[config.mk]
export PLATFORM = sky130hd
export DESIGN_NAME = ftrb_bank
export DESIGN_NICKNAME = d
export VERILOG_FILES = /design/src/common/ftrb_pkg.sv /design/src/logic/ftrb_evt.sv /design/src/logic/ftrb_bank.sv
export SDC_FILE = /design/constraint.sdc
export NUM_CORES = 1
export LEC_CHECK = 0
export ABC_AREA = 1
export BUFFER_PORTS_ARGS = -buffer_cell sky130_fd_sc_hd__buf_2
export CORE_ASPECT_RATIO = 0.5
export CORE_MARGIN = 2
export CORE_UTILIZATION = 30
export DETAILED_ROUTE_END_ITERATION = 10
export HOLD_SLACK_MARGIN = 0.1
export PLACE_DENSITY = 0.49
export SLEW_MARGIN = 20
export SYNTH_ARGS = -nofsm -noshare
export SYNTH_HDL_FRONTEND = slang
export SYNTH_SLANG_ARGS = --single-unit
[constraint.sdc]
create_clock -name pclk -period 1.7 [get_ports pclk]
set_input_delay 0.34 -clock pclk [delete_from_list [all_inputs] [get_ports pclk]]
set_output_delay 0.34 -clock pclk [all_outputs]
set_load 0.05 [all_outputs]
[src/common/ftrb_pkg.sv]
// shared constants and types of the motor-control telemetry register bank
// assumes a 32-bit apb slave and a telemetry source on the same clock
package ftrb_pkg;

    // data path widths
    localparam int DATA_W = 32;   // telemetry word width
    localparam int ISD_W  = 16;   // speed-detect state code width
    localparam int ADDR_W = 14;   // byte address width of the bank
    localparam int IDX_W  = 12;   // register index width
    localparam int STRB_W = 4;    // apb byte strobes

    // register indexes; byte address is four times the index
    localparam logic [IDX_W-1:0] IDX_VOLT_D  = 12'h4e6;
    localparam logic [IDX_W-1:0] IDX_VOLT_Q  = 12'h4e8;
    localparam logic [IDX_W-1:0] IDX_ALIGN   = 12'h524;
    localparam logic [IDX_W-1:0] IDX_OL_SPD  = 12'h53c;
    localparam logic [IDX_W-1:0] IDX_OL_CUR  = 12'h54c;
    localparam logic [IDX_W-1:0] IDX_CL_SPD  = 12'h5d2;
    localparam logic [IDX_W-1:0] IDX_FLUX    = 12'h604;
    localparam logic [IDX_W-1:0] IDX_TORQUE  = 12'h606;
    localparam logic [IDX_W-1:0] IDX_ISD     = 12'h680;
    localparam logic [IDX_W-1:0] IDX_EVT_STS = 12'h7f0;
    localparam logic [IDX_W-1:0] IDX_EVT_MSK = 12'h7f2;

    // fixed-point scaling of the 32-bit telemetry words
    localparam int FRAC_BITS    = 27;  // fractional bits
    localparam int VOLT_NUM     = 60;  // voltage numerator, over sqrt 3
    localparam int CUR_DIV      = 8;   // base current divisor

    // event status and mask layout
    localparam int EVT_W        = 4;
    localparam int EVT_SAMPLE   = 0;   // new telemetry loaded
    localparam int EVT_ISD_CHG  = 1;   // speed-detect state moved
    localparam int EVT_ISD_DONE = 2;   // speed detection finished
    localparam int EVT_ISD_FAIL = 3;   // speed detection faulted

    // reset values
    localparam logic [DATA_W-1:0] RST_WORD = 32'h0000_0000;
    localparam logic [ISD_W-1:0]  RST_ISD  = 16'h0000;
    localparam logic [EVT_W-1:0]  RST_EVT  = 4'h0;

    // speed-detect state codes
    typedef enum logic [ISD_W-1:0] {
        speed_detect_initialising    = 16'h0000,
        speed_detect_stop_check      = 16'h0001,
        speed_detect_direction_check = 16'h0002,
        speed_detect_done            = 16'h0003,
        speed_detect_failed          = 16'h0004
    } ftrb_isd_e;

    // one snapshot of the control engine
    typedef struct packed {
        logic [DATA_W-1:0] applied_d_axis_voltage;
        logic [DATA_W-1:0] applied_q_axis_voltage;
        logic [DATA_W-1:0] align_current_reference;
        logic [DATA_W-1:0] open_loop_speed_reference;
        logic [DATA_W-1:0] open_loop_current_reference;
        logic [DATA_W-1:0] closed_loop_speed_reference;
        logic [DATA_W-1:0] flux_current_reference;
        logic [DATA_W-1:0] torque_current_reference;
        logic [ISD_W-1:0]  initial_speed_detect_state;
    } ftrb_telem_s;

    // apb request group
    typedef struct packed {
        logic              psel;
        logic              penable;
        logic              pwrite;
        logic [ADDR_W-1:0] paddr;
        logic [DATA_W-1:0] pwdata;
        logic [STRB_W-1:0] pstrb;
    } ftrb_apb_req_s;

endpackage

[src/logic/ftrb_evt.sv]
// sticky event status of the telemetry bank
// assumes load, codes and clear pulses all come from the pclk domain
`timescale 1ns/1ps
module ftrb_evt
    import ftrb_pkg::*;
(
    input  wire logic             pclk,
    input  wire logic             presetn,
    input  wire logic             load,      // snapshot taken this cycle
    input  wire logic [ISD_W-1:0] old_code,  // code before the load
    input  wire logic [ISD_W-1:0] new_code,  // code being loaded
    input  wire logic [EVT_W-1:0] clr,       // write-one-to-clear pulse
    output logic      [EVT_W-1:0] status     // sticky event bits
);

    logic [EVT_W-1:0] set;     // events found this cycle
    logic             changed; // state code moved

    // decode events from the incoming snapshot
    always_comb begin
        changed = load && (new_code != old_code);
        set = RST_EVT;
        set[EVT_SAMPLE]   = load;
        set[EVT_ISD_CHG]  = changed;
        // only entry into done or fault counts, not staying there
        set[EVT_ISD_DONE] = changed && (new_code == speed_detect_done);
        set[EVT_ISD_FAIL] = changed && (new_code == speed_detect_failed);
    end

    // set beats clear so a coincident event is never lost
    always_ff @(posedge pclk or negedge presetn) begin
        if (!presetn) begin
            status <= RST_EVT;
        end else begin
            status <= (status & ~clr) | set;
        end
    end

endmodule

[src/logic/ftrb_bank.sv]
// apb register bank exposing field-oriented control telemetry
// assumes one 50 MHz clock, telemetry from core logic on that clock,
// and an apb master that follows the usual setup and access phases
//
// Functional notes
// RL1: report applied d-axis voltage, 27 fraction bits
// RL2: report applied q-axis voltage, 27 fraction bits
// RL3: expose align current reference word
// RL4: expose open-loop speed reference word
// RL5: open-loop speed is the hand-over speed
// RL6: expose open-loop current reference word
// RL7: expose closed-loop speed reference word
// RL8: expose flux loop d-axis current reference
// RL9: expose torque loop q-axis current reference
// RL10: report 16-bit speed-detect state code
// RL11: writes ignored; all registers reset to zero; event mask and status accept writes
//
// The APB interface to the registers was left to the implementer.
`timescale 1ns/1ps
module ftrb_bank
    import ftrb_pkg::*;
#(
    parameter int AW = ADDR_W  // byte address width
)
(
    input  wire logic              pclk,
    input  wire logic              presetn,
    input  wire logic              psel,
    input  wire logic              penable,
    input  wire logic              pwrite,
    input  wire logic [AW-1:0]     paddr,
    input  wire logic [DATA_W-1:0] pwdata,
    input  wire logic [STRB_W-1:0] pstrb,
    input  wire ftrb_telem_s       telem,
    input  wire logic              telem_load,
    output logic      [DATA_W-1:0] prdata,
    output logic                   pready,
    output logic                   pslverr,
    output logic                   irq
);

    // held copy of the engine quantities
    ftrb_telem_s      shadow;

    // event plumbing
    logic [EVT_W-1:0] evt_status;   // sticky bits
    logic [EVT_W-1:0] evt_mask;     // enables onto irq
    logic [EVT_W-1:0] evt_clr;      // write-one-to-clear
    logic [EVT_W-1:0] next_mask;    // mask after a write

    // bus phase decode
    logic             access;       // first access cycle
    logic             fire;         // completing edge
    logic             wr_fire;      // completing write
    logic [IDX_W-1:0] idx;          // word index of paddr
    logic             aligned;      // low address bits zero
    logic             hit;          // mapped register
    logic [DATA_W-1:0] rd_val;      // value to return

    // word index from a byte address
    function automatic logic [IDX_W-1:0] word_idx(
        input logic [AW-1:0] a
    );
        word_idx = a[IDX_W+1:2];
    endfunction

    // narrow field into a zero-padded bus word
    function automatic logic [DATA_W-1:0] pad_evt(
        input logic [EVT_W-1:0] v
    );
        pad_evt = {{(DATA_W-EVT_W){1'b0}}, v};
    endfunction

    // is this index one of ours
    function automatic logic is_mapped(
        input logic [IDX_W-1:0] i
    );
        case (i)
            IDX_VOLT_D, IDX_VOLT_Q, IDX_ALIGN,
            IDX_OL_SPD, IDX_OL_CUR, IDX_CL_SPD,
            IDX_FLUX, IDX_TORQUE, IDX_ISD,
            IDX_EVT_STS, IDX_EVT_MSK: begin
                is_mapped = 1'b1;
            end
            default: begin
                is_mapped = 1'b0;
            end
        endcase
    endfunction

    // one wait state: access cycle, then ready
    // pready is a flop so the slave answers on the
    // second access edge and never combinationally
    assign access  = psel && penable && !pready;
    assign fire    = psel && penable && pready;
    assign wr_fire = fire && pwrite;

    // address checks
    assign idx     = word_idx(paddr);
    assign aligned = (paddr[1:0] == 2'b00);
    assign hit     = aligned && is_mapped(idx);

    // read mux over the held snapshot
    always_comb begin
        rd_val = RST_WORD;
        case (idx)
            IDX_VOLT_D: begin
                // volts = word / 2^27 * 60 / sqrt 3
                rd_val = shadow.applied_d_axis_voltage; // RL1
            end
            IDX_VOLT_Q: begin
                // same scaling as the d axis
                rd_val = shadow.applied_q_axis_voltage; // RL2
            end
            IDX_ALIGN: begin
                // amps = word / 2^27 * base / 8
                rd_val = shadow.align_current_reference; // RL3
            end
            IDX_OL_SPD: begin
                // hertz = word / 2^27 * max speed
                rd_val = shadow.open_loop_speed_reference; // RL4 RL5
            end
            IDX_OL_CUR: begin
                // open-loop torque current
                rd_val = shadow.open_loop_current_reference; // RL6
            end
            IDX_CL_SPD: begin
                // speed loop target in hertz
                rd_val = shadow.closed_loop_speed_reference; // RL7
            end
            IDX_FLUX: begin
                // flux loop target
                rd_val = shadow.flux_current_reference; // RL8
            end
            IDX_TORQUE: begin
                // torque loop target
                rd_val = shadow.torque_current_reference; // RL9
            end
            IDX_ISD: begin
                // code in low half, upper half zero
                rd_val = {{(DATA_W-ISD_W){1'b0}},
                          shadow.initial_speed_detect_state}; // RL10
            end
            IDX_EVT_STS: begin
                // sticky events
                rd_val = pad_evt(evt_status);
            end
            IDX_EVT_MSK: begin
                // interrupt enables
                rd_val = pad_evt(evt_mask);
            end
            default: begin
                // unmapped reads as zero
                rd_val = RST_WORD;
            end
        endcase
        // misaligned addresses never alias a register
        if (!aligned) begin
            rd_val = RST_WORD;
        end
    end

    // snapshot of the engine, taken on its load strobe
    // the whole set updates together, so software reading
    // several words between two loads sees one consistent set
    always_ff @(posedge pclk or negedge presetn) begin
        if (!presetn) begin
            // every word zero out of reset
            shadow <= '0; // RL11
        end else if (telem_load) begin
            // bus writes never reach here
            shadow <= telem; // RL11
        end
    end

    // the stored open-loop word is the handover speed;
    // it is taken as the engine delivers it, never altered
    // here, so software sees the exact switch point

    // ready flop: high for exactly one cycle per transfer
    always_ff @(posedge pclk or negedge presetn) begin
        if (!presetn) begin
            pready <= 1'b0;
        end else begin
            pready <= access;
        end
    end

    // read data latched with ready, zero otherwise
    always_ff @(posedge pclk or negedge presetn) begin
        if (!presetn) begin
            prdata <= RST_WORD;
        end else if (access && !pwrite) begin
            // data stands during the ready cycle only
            prdata <= rd_val;
        end else begin
            prdata <= RST_WORD;
        end
    end

    // error on unmapped or misaligned access
    // writes to telemetry words are not errors,
    // they simply leave the values untouched
    always_ff @(posedge pclk or negedge presetn) begin
        if (!presetn) begin
            pslverr <= 1'b0;
        end else begin
            pslverr <= access && !hit;
        end
    end

    // mask write honours the low byte lane only
    always_comb begin
        next_mask = evt_mask;
        if (wr_fire && aligned && idx == IDX_EVT_MSK
            && pstrb[0]) begin
            next_mask = pwdata[EVT_W-1:0];
        end
    end

    // mask register
    always_ff @(posedge pclk or negedge presetn) begin
        if (!presetn) begin
            evt_mask <= RST_EVT;
        end else begin
            evt_mask <= next_mask;
        end
    end

    // write-one-to-clear pulse for the status bits
    always_comb begin
        evt_clr = RST_EVT;
        if (wr_fire && aligned && idx == IDX_EVT_STS
            && pstrb[0]) begin
            evt_clr = pwdata[EVT_W-1:0];
        end
    end

    // event detection and sticky status
    ftrb_evt u_evt (
        .pclk     (pclk),
        .presetn  (presetn),
        .load     (telem_load),
        .old_code (shadow.initial_speed_detect_state),
        .new_code (telem.initial_speed_detect_state),
        .clr      (evt_clr),
        .status   (evt_status)
    );

    // interrupt level, registered so it leaves from a flop
    // lags the status bit by one cycle; harmless for a level
    always_ff @(posedge pclk or negedge presetn) begin
        if (!presetn) begin
            irq <= 1'b0;
        end else begin
            irq <= |(evt_status & evt_mask);
        end
    end

endmodule

======== Word level (Yosys, flattened, before mapping) ========
Cells that the tools add are included.
W data, S select, Z words.
storage, ports and cells
  latch bits .............................. 0
  output and inout port bits .............. 35
  memories ................................ 0
  bits in read-only memories .............. 0
  flip-flop bits (word level) ............. 315
  RAM bits ................................ 0
operators by class
  bitwise gates (word level) .............. 4
  equality and inequality tests ........... 14
  reduce and logical (&&, ||, !) cells .... 21
  add/subtract/negate cells ............... 0
  mux-type cells .......................... 5
  divide/modulo/power cells ............... 0
  multipliers ............................. 0
  shift operators ......................... 0
  order comparisons ....................... 0
operator list
  kind                    count
  $pmux W32 S11           1
  $eq A12 B11 Y1 const B  11
  $mux W32                2
  $eq A16 B2 Y1 const B   1
  $eq A16 B3 Y1 const B   1
  $ne A16 B16 Y1          1
  $logic_and A1 B1 Y1     15
  $reduce_or A11 Y1       1
  $and A4 B4 Y4           2
  $mux W4                 1
  $not A4 Y4              1
  $or A4 B4 Y4            1
  $reduce_or A4 Y1        1
  $logic_not A1 Y1        3
  $logic_not A2 Y1        1
  $mux W1                 1

======== Depth between registers and ports, before layout ========
Gate-level depths: netlist of the first run.
  depth after elaboration ................. 10
  depth in mapped cells ................... 12
  mapped depth without buffers ............ 10

======== Hierarchy ========
From an unflattened synthesis of the first run, not the netlist that was laid out.
second synthesis, totals
  cell total of the unflattened synthesis .. 1434
  area total of the unflattened synthesis .. 14960.6 µm²
by module, submodules not included
  module     cells an instance  area an instance (µm²)  times used  seq. area each (µm²)
  ftrb_bank  1313               14402.6                 1           7782.5
  ftrb_evt   121                558.0                   1           100.1

======== Least setup slack after synthesis of the first run ========
Ideal clock, no wire load.
  path kind ............................... reg2reg
  start point ............................. register pready
  end point ............................... register evt_mask[0]
  data required time ...................... 1571 ps
  cell stages (with the launch flop) ...... 6
  arrival time ............................ 1348 ps
  setup time .............................. 129 ps
  slack ................................... 223 ps
  period minus slack after synthesis ...... 1477 ps
  cell sequence ........................... dfrtp_1 nand3_1 nor3_1 nand4_1 nand2_1 o21ai_0
on the way
  word-level cells in the longest chain between the ends .. 5
RTL lines
  element                            line              RTL
  start, declared                    ftrb_bank.sv:37   output logic pready,
  start signal, assigned             ftrb_bank.sv:185  pready <= access;
  $logic_and A1 B1 Y1                ftrb_bank.sv:95   assign fire = psel && penable && pready;
  $logic_and A1 B1 Y1                ftrb_bank.sv:96   assign wr_fire = fire && pwrite;
  $logic_and A1 B1 Y1 (2 in series)  ftrb_bank.sv:215  if (wr_fire && aligned && idx == IDX_EVT_MSK
  $logic_and A1 B1 Y1                ftrb_bank.sv:216  && pstrb[0]) begin
  end signal, assigned               ftrb_bank.sv:226  evt_mask <= next_mask;
  end, declared                      ftrb_bank.sv:47   logic [EVT_W-1:0] evt_mask;
No other way between the ends.
A chain may end at the register's enable or synchronous reset.

======== Worst setup path in the final report of the first run ========
  start point ............................. register prdata[26]
  end point ............................... output port prdata[26]
RTL lines
  element                 line              RTL
  start, declared         ftrb_bank.sv:36   output logic [DATA_W-1:0] prdata,
  start signal, assigned  ftrb_bank.sv:195  prdata <= rd_val;
No word-level cell between the ends.

==> impl_metrics.ini, run 1 <==
[status]
status = finished clean

[global_routing]
grt_pass1_wl_um = 88180
antenna_found_initial = 4
grt_usage_pct = 22.81
grt_overflow_total = 0
grt_pass1_vias = 15600
grt_start_max_net_pins = 89

[timing]
fmax_ghz = 0.6297
hold_viol = 0
fin_crit_ns = 1.588
drv_slew = 0
worst_pin_slew_ns = 0.5050
grt_setup_unrepaired = false
setup_viol = 0
relSlewSlack_pct = 66.33
fin_skew_ns = 0.004897
finalCritPeriodShare_pct = 93.41

[synth]
synth_area_sq_um = 14520
muxShareOfSynthArea_pct = 0
netlist_top_cells_area = dfrtp_1 54%, nand2_1 24%, nand3_1 6.9%
yosys_most_used_dff = dfrtp_1
yosys.area.top_type = dfrtp_1
syn-num-nets = 2236
yosysSeqAreaShare_pct = 54.29
yosys.area_share.simple_pct = 38.16
synth_xor_area_share_pct = 0.4826
synthAdderAreaFrac_pct = 0
synthTopCellsByCount = 947 x nand2_1, 315 x dfrtp_1, 201 x nand3_1
synth.distinct_cells = 26
synth_top_area_share_pct = 54.29
synth_seq_cells = 315
avgSynthCellArea_sq_um = 7.610
synth-compound-area-share_pct = 2.137
synth-edff-count = 0
async_flop_share_pct = 100.0
synth_top_family_by_area = simple AND/OR/NAND/NOR gates
yosysWarnings = 0
synth_most_common_cell = nand2_1
postSynthCellCount = 1908

[clocking]
cts.htree.levels = 1
numCtsBuffers = 31
cts.sinks = 315
path_clk_slew_ns = 0.06
ctsResizeCount = 0
insertion_delay_ns = 0.58
cts_tree = built
clockBufferDepth = 3
clockRootBuffer = clkbuf_16

[worst_setup_path]
critical_path_class = flop to primary output
cp_slowest_cell = dfrtp_1
cp_num_buf_inv = 1
cp_max_fo = 1
arrival_ns = 1.25
cp-start-kind = flop
cp_top_family = flip-flops
crit_chain = buf_2
endpoint_kind = primary output
crit_path_max_incr_delay_ns = 0.39
critPathRequiredTime_ns = 1.36

[floorplanning]
die-area_sq_um = 50280
io_pins = 363
fp.dieW_um = 315.1
die_h_um = 159.6
start_util_pct = 30.70
core_sq_um = 47300
rows = 56

[pwr]
finalPower_uw = 17540
vdd_drop_max_mv = 0.4944
power_density_nw_per_um2 = 807.7
leakagePower_uw = 0.01125

[route]
ant_nets = 0
avgRoutedWirePerCell_um = 17.86
wl_um = 57680
dr.pass1.iters = 5
drtIter0Drc = 997
avgViaCountPerCell = 4.623
drc_errors = 0
vias = 14930

[flow_run]
drv_cap = 0

[cells_and_area]
final_cell_area_sq_um = 21710
layout.nets = 2893
layout-drive-gt1-share_pct = 20.09
fill_cells = 4848
area_growth_pct = 49.55

[place]
place_area_sq_um = 17910
port_buffers = 331
place_congestion = 0.8672
hpwl_um = 40880

[min_path]
min_path_type = input port to flop
layer usage:
metal | GRT usage (%) | vias up | share of wire, %
met3 | 2.683 | 98 | 3.2
met4 | 7.684 | 0 | 3.5
met2 | 40.60 | 299 | 51
met1 | 28.59 | 7219 | 43
li1 | - | 7316 | -
met5 | 0 | - | 0
stage by stage:
| step | hold slack (ns) | TNS, ns | utilization, % | cells | worst slack (ns) |
|---|---|---|---|---|---|
| detailed placement | 0.1422 | -8.611 | 37.88 | 2888 | -0.3218 |
| global placement | 0.1447 | -8.410 | 37.88 | 2888 | -0.3208 |
| global route | 0.1183 | 0 | 45.91 | 3230 | 0.006618 |
| CTS | 0.1029 | 0 | 45.89 | 3226 | 0.08549 |
| floorplan | 0.04441 | 0 | - | 1908 | 0.2226 |
| finish | 0.1246 | 0 | 45.91 | 3230 | 0.1120 |
registers in the layout (all words and copies together), names as in the netlist:
register      flops
shadow          272
u_evt.status      4
prdata           32
irq               1
pslverr           1
pready            1
evt_mask          4
where the power goes:
part	total, uW	internal, uW	switching, uW
sequential	8430	8070	353
clock	6820	3710	3110
combinational	2290	1120	1170
total	17500	12900	4640
layout by cell type, fill, tap and decap left out, types with 3 or more instances in the layout:
cell type	count
nor2_1	121
o21ai_0	43
a21oi_1	4
buf_12	37
o21ai_1	3
inv_1	64
nor2_4	9
nor3_1	10
diode_2	4
inv_2	4
nand4_1	47
dlygate4sd3_1	282
clkinv_2	4
clkbuf_1	10
xor2_1	8
dfrtp_1	315
o211ai_1	8
nand3_1	201
clkbuf_16	31
buf_4	77
nor2_2	9
clkbuf_8	8
buf_2	329
nand2_1	947
layout make-up:
type	count	area, sq um	area share, %
sequential	315	7883	36.30
clock buffer	49	923.4	4.252
antenna	4	10.01	0.04610
multi-input combinational	1419	5963	27.46
inverter	71	274.0	1.262
tap	638	798.3	3.676
clock inverter	7	45.04	0.2074
timing repair buffer	727	5818	26.79
path summary, 6_finish.rpt:
kind / cells past startpoint / slack (ns) / startpoint / end
min in group asynchronous: 2 / 0.13 / presetn / prdata[24]$_DFF_PN0_
worst max-delay path: 1 / 0.11 / prdata[26]$_DFF_PN0_ / prdata[26]
worst max register to register: 6 / 0.24 / pready$_DFF_PN0_ / evt_mask[3]$_DFFE_PN0P_
worst min-delay path: 5 / 0.12 / psel / pslverr$_DFF_PN0_
worst min register to register: 2 / 0.47 / shadow[141]$_DFFE_PN0P_ / shadow[141]$_DFFE_PN0P_
max in group asynchronous: 4 / 0.85 / presetn / prdata[3]$_DFF_PN0_
worst reg2reg max path, cell delays in order (launching register included):
cell	delay [ns]
dfrtp_1	0.37
nand3_1	0.09
nor3_1	0.26
buf_4	0.17
nand4_1	0.24
nand2_1	0.13
o21ai_0	0.08
what timing repair did:
action,CTS,global route
hold buffers,282,0
hold endpoints to repair,597,0
buffers inserted,0,0
cell families after synthesis:
family | count (synthesis)
and+or+nand+nor | 1353
DFF | 315
buffers and inverters | 174
AOI/OAI and AO/OA | 58
xor gates and xnor gates | 8
Note: power is estimated with default switching activity, not from simulation.
==> run 2, diff against run 1 <==
Settings changed: CELL_PAD_IN_SITES_DETAIL_PLACEMENT set to 0, CELL_PAD_IN_SITES_GLOBAL_PLACEMENT set to 1, CTS_CLUSTER_DIAMETER set to 40, PLACE_DENSITY 0.49 to 0.64.
==> run 2 against run 1 <==
Critical path depth up 8. Register-to-register slack worse by 0.10 ns. Highest routed layer unchanged. Sequential share of layout area down 0.33 points. Flip-flop and latch count unchanged. Utilization up 0.42 points. Combinational power about the same. Clock power up 26%. Non-clock buffer count down 8. Count of clock-buffer cells in the layout up 1. Worst setup slack worse by 0.076 ns. Die area unchanged. Clock skew up 0.013 ns.
==> impl_metrics.ini, run 2 (synthesis results as in run 1) <==
[status]
status = finished clean

[place]
port_buffers = 331
place_congestion = 0.8484
hpwl_um = 41340
place_area_sq_um = 17800

[worst_setup_path]
endpoint_kind = flop
arrival_ns = 2.13
cp-start-kind = input port
cp_max_fo = 28
critPathRequiredTime_ns = 2.16
critical_path_class = input port to flop

[global_routing]
grt_pass1_wl_um = 89220
grt_usage_pct = 23.17
antenna_found_initial = 1
grt_pass1_vias = 15540
grt_start_max_net_pins = 90
grt_overflow_total = 0

[cells_and_area]
fill_cells = 4828
largest_reg_flops = 272
top_regs = shadow (272), prdata (32)
final_cell_area_sq_um = 21910
top_register = shadow
layout.nets = 2893
final_cell_mix = 947 x nand2_1, 329 x buf_2, 315 x dfrtp_1
final_common_cell = nand2_1
utilization_pct = 46.34
area_growth_pct = 50.93
layout-drive-gt1-share_pct = 20.81

[route]
dr.pass1.iters = 5
avgRoutedWirePerCell_um = 17.95
drtIter0Drc = 989
wl_um = 58040
drc_errors = 0
ant_nets = 0
vias = 14830
avgViaCountPerCell = 4.584

[timing]
relSlewSlack_pct = 65.83
tns_ns = 0
grt_setup_unrepaired = false
drv_slew = 0
worst_pin_slew_ns = 0.5087
hold_viol = 0
hold_slack_ns = 0.1266
fin_crit_ns = 1.664
fin_skew_ns = 0.01837
fmax_ghz = 0.6011
setup_viol = 0
finalCritPeriodShare_pct = 97.87

[clocking]
clockRootBuffer = clkbuf_16
cts_tree = built
path_clk_slew_ns = 0.06
cts.htree.levels = 2
cts.sinks = 315
numCtsBuffers = 39
insertion_delay_ns = 0.54
clockBufferDepth = 3

[pwr]
power_density_nw_per_um2 = 881.3
power_frac_comb_pct = 11.8
clkPwrFrac_pct = 44.6
p_int_uw = 14330
p_sw_uw = 4987
vdd_drop_max_mv = 0.5165
seqPwrFrac_pct = 43.6
leakagePower_uw = 0.01136
power.share.switching_pct = 25.82

[floorplanning]
fp.dieW_um = 315.1
die-area_sq_um = 50280
rows = 56
die_h_um = 159.6
core_sq_um = 47300
io_pins = 363
start_util_pct = 30.70

[min_path]
min_path_type = input port to flop

[flow_run]
drv_cap = 0
-- run 2: cell count changes in the layout (fill, tap and decap cells not counted), moves of 2 or more --
cell,before,now
buf_4,77,81
dlygate4sd3_1,282,277
clkbuf_8,8,6
diode_2,4,1
clkinv_2,4,9
clkbuf_16,31,41
clkbuf_1,10,3
buf_12,37,30
bufinv_16,0,3
clkinvlp_4,1,4
-- run 2: timing repair --
| item | CTS | global route |
|---|---|---|
| endpoints found under the hold margin | 340 | 1 |
| setup buffers | 0 | 0 |
| endpoints found under the setup margin | 0 | 5 |
| resized for setup | 0 | 1 |
| hold buffers | 276 | 1 |
-- run 2: power by group through the flow --
stage | sequential [uW] | clock (uW) | combinational (uW)
2_1_floorplan | 8450 | 0 | 810
3_3_place_gp | 8550 | 0 | 1780
3_5_place_dp | 8550 | 0 | 1810
4_1_cts | 8420 | 8800 | 2300
5_1_grt | 8490 | 9100 | 2560
6_report | 8430 | 8610 | 2280
-- run 2: through the flow --
stage	setup slack (ns)	power (uW)	instances
3_3_place_gp	-0.2669	10330	2885
5_1_grt	0.001183	20160	3234
3_5_place_dp	-0.2535	10360	2885
2_1_floorplan	0.2226	9257	1908
6_report	0.03624	19310	3234
4_1_cts	0.07821	19530	3232
-- run 2: layout make-up --
type	instances	area, sq um	area share [%]
inverters	71	274.0	1.250
flip-flops and latches	315	7883	35.97
clock buffers	50	1120	5.110
well taps	638	798.3	3.643
clock inverters	21	211.5	0.9649
multi-input cells	1419	5968	27.23
diodes	1	2.502	0.01142
repair buffers	719	5658	25.82
-- run 2: path summary, 6_finish.rpt --
check / start / end / slack (ns) / cells after the start
worst min register to register: shadow[109]$_DFFE_PN0P_ / shadow[109]$_DFFE_PN0P_ / 0.47 / 2
max in group asynchronous: presetn / pslverr$_DFF_PN0_ / 0.72 / 3
min in group asynchronous: presetn / shadow[232]$_DFFE_PN0P_ / 0.32 / 2
worst max register to register: pready$_DFF_PN0_ / prdata[26]$_DFF_PN0_ / 0.14 / 6
worst min-delay path: telem[110] / shadow[110]$_DFFE_PN0P_ / 0.13 / 3
worst max-delay path: penable / prdata[26]$_DFF_PN0_ / 0.04 / 9
-- run 2: layer usage --
| metal | vias to the layer above | global-route usage, % | part of all wire, % |
|---|---|---|---|
| met5 | - | 0 | 0 |
| met4 | 0 | 7.641 | 3.2 |
| met3 | 90 | 2.826 | 3.4 |
| met2 | 329 | 41.06 | 51 |
| met1 | 7080 | 29.21 | 43 |
| li1 | 7326 | - | - |
-- run 2: critical path: stages --
cell and delay, ns:
dlygate4sd3_1 0.52, buf_2 0.09, nand2_1 0.07, nor2_1 0.13, inv_1 0.07, nor3_1 0.40
nand2_2 0.15, buf_12 0.19, nor2_1 0.12
==> run 3, diff against run 2 <==
Settings changed: ABC_CLOCK_PERIOD_IN_PS set to 1700, CORE_MARGIN 2 to unset, CORE_UTILIZATION 30 to 38, PLACE_DENSITY 0.64 to 0.78.
==> run 3 against run 2 <==
Global-route usage grew 4.6 points. Power shrank 5.5%. Worst setup slack gained 0.15 ns. Register-to-register slack gained 0.12 ns. Combinational power shrank 2%. Hold slack lost 0.0013 ns. Flip-flop and latch count is the same. Cell area shrank 2.3%. Cell count shrank 5.3%. Critical path depth shrank 8.
==> impl_metrics.ini, run 3 (synthesis results as in run 1) <==
[pwr]
clkPwrFrac_pct = 41.6
power_frac_comb_pct = 12.2
vdd_drop_max_mv = 0.4764
leakagePower_uw = 0.01120
power_density_nw_per_um2 = 853.1
p_int_uw = 13520
p_sw_uw = 4737
finalPower_uw = 18260
seqPwrFrac_pct = 46.2
power.share.switching_pct = 25.94

[timing]
setup_viol = 0
hold_viol = 0
grt_setup_unrepaired = false
fin_skew_ns = 0.01576
fmax_ghz = 0.6594
worst_pin_slew_ns = 0.4193
drv_slew = 0
finalCritPeriodShare_pct = 89.21
fin_crit_ns = 1.517
relSlewSlack_pct = 72.05

[floorplanning]
start_util_pct = 38.68
die-area_sq_um = 39050
fp.dieW_um = 278.4
io_pins = 363
core_sq_um = 37540
die_h_um = 140.2
rows = 50

[place]
hpwl_um = 37070
port_buffers = 331
dp_cells = 2727
place_congestion = 0.9167

[cells_and_area]
utilization_pct = 57.03
area_growth_pct = 47.42
regArea_sq_um = 7883
top_regs = shadow (272), prdata (32)
layout-drive-gt1-share_pct = 20.05
fill_cells = 3533
antenna_cells = 0
final_common_cell = nand2_1
layout.nets = 2876
multi_input_area_sq_um = 5958
largest_reg_flops = 272
final_cells = 3063
top_register = shadow
final_cell_mix = 947 x nand2_1, 329 x buf_2, 315 x dfrtp_1

[worst_setup_path]
r2r_end = prdata[5]$_DFF_PN0_
reg2reg_slack_ns = 0.26
cp_num_buf_inv = 1
crit_path_max_incr_delay_ns = 0.37
r2r-start = pready$_DFF_PN0_
cp_max_fo = 1
cp-start-kind = flop
cp_top_family = flip-flops
critPathRequiredTime_ns = 1.36
crit_chain = buf_2
cp_slowest_cell = dfrtp_1
rr_worst_depth = 7
critical_path_class = flop to primary output
arrival_ns = 1.18
endpoint_kind = primary output

[clocking]
clockRootBuffer = clkbuf_16
clockBufferDepth = 3
cts_tree = built
cts.sinks = 315
insertion_delay_ns = 0.53
path_clk_slew_ns = 0.06
cts.htree.levels = 2
numCtsBuffers = 36

[flow_run]
drv_cap = 0

[global_routing]
grt_start_max_net_pins = 93
grt_pass1_wl_um = 83190
grt_usage_pct = 27.80
grt_pass1_vias = 15080
antenna_found_initial = 0
grt_overflow_total = 0

[route]
drtIter0Drc = 1061
avgViaCountPerCell = 4.922
drc_errors = 0
avgRoutedWirePerCell_um = 17.60
ant_nets = 0
wl_um = 53900
dr.pass1.iters = 5
vias = 15080

[min_path]
min_path_type = input port to flop
min-delay-start = pwdata[2]
min_to = evt_mask[2]$_DFFE_PN0P_
hold_depth = 3

[status]
status = finished clean
-- run 3: changes by cell type in the layout (fill, tap and decap cells not counted), sizes merged --
cell         previous run  this run
clkbuf                 50        45
inv                    72        71
dlygate4sd3           277       276
clkinv                 13        11
bufinv                  3         1
clkinvlp                4         2
diode                   1         0
buf                   442       429
-- run 3: layout make-up --
cell class,instances,share of cell area [%]
Tap cell,494,2.888
Multi-Input combinational cell,1419,27.83
Timing Repair Buffer,705,25.87
Inverter,71,1.280
Clock inverter,14,0.6021
Clock buffer,45,4.700
Sequential cell,315,36.82
-- run 3: power groups by stage --
stage	sequential, uW	clock, uW	combinational [uW]
2_1_floorplan	8450	0	810
3_3_place_gp	8550	0	1710
3_5_place_dp	8560	0	1740
4_1_cts	8430	7730	2230
5_1_grt	8480	8060	2490
6_report	8440	7600	2230
-- run 3: worst max path at each step --
| stage | start | to | slack (ns) | cells past startpoint |
|---|---|---|---|---|
| after floorplan | pready$_DFF_PN0_ | evt_mask[0]$_DFFE_PN0P_ | 0.22 | 5 |
| after global placement | paddr[12] | prdata[12]$_DFF_PN0_ | -0.18 | 13 |
| after detailed placement | paddr[12] | prdata[5]$_DFF_PN0_ | -0.22 | 13 |
| after CTS | paddr[0] | prdata[5]$_DFF_PN0_ | 0.1 | 9 |
| after global routing | penable | prdata[8]$_DFF_PN0_ | 0.06 | 10 |
| final | prdata[19]$_DFF_PN0_ | prdata[19] | 0.18 | 1 |
-- run 3: timing repair --
item / in CTS / in global routing
setup buffers: 0 / 1
endpoints found under the setup margin: 0 / 29
resized for setup: 0 / 1
hold buffers: 276 / 0
endpoints found under the hold margin: 363 / 0
-- run 3: per-layer routing --
layer / track usage [%] / share of wire, % / wire [um]
met5: 0 / 0 / 0
met3: 3.987 / 4.5 / 2417
met4: 12.91 / 4.7 / 2552
met2: 47.07 / 49 / 26310
met1: 35.42 / 42 / 22620
-- run 3: metrics by stage --
step	hold WS (ns)	area, sq um	setup slack, ns	TNS (ns)
global placement	0.2784	17500	-0.1784	-5.088
global route	0.1301	21410	0.05503	0
floorplan	0.04441	14520	0.2226	0
finish	0.1253	21410	0.1834	0
CTS	0.1054	21390	0.09593	0
detailed placement	0.2792	17500	-0.2154	-5.744
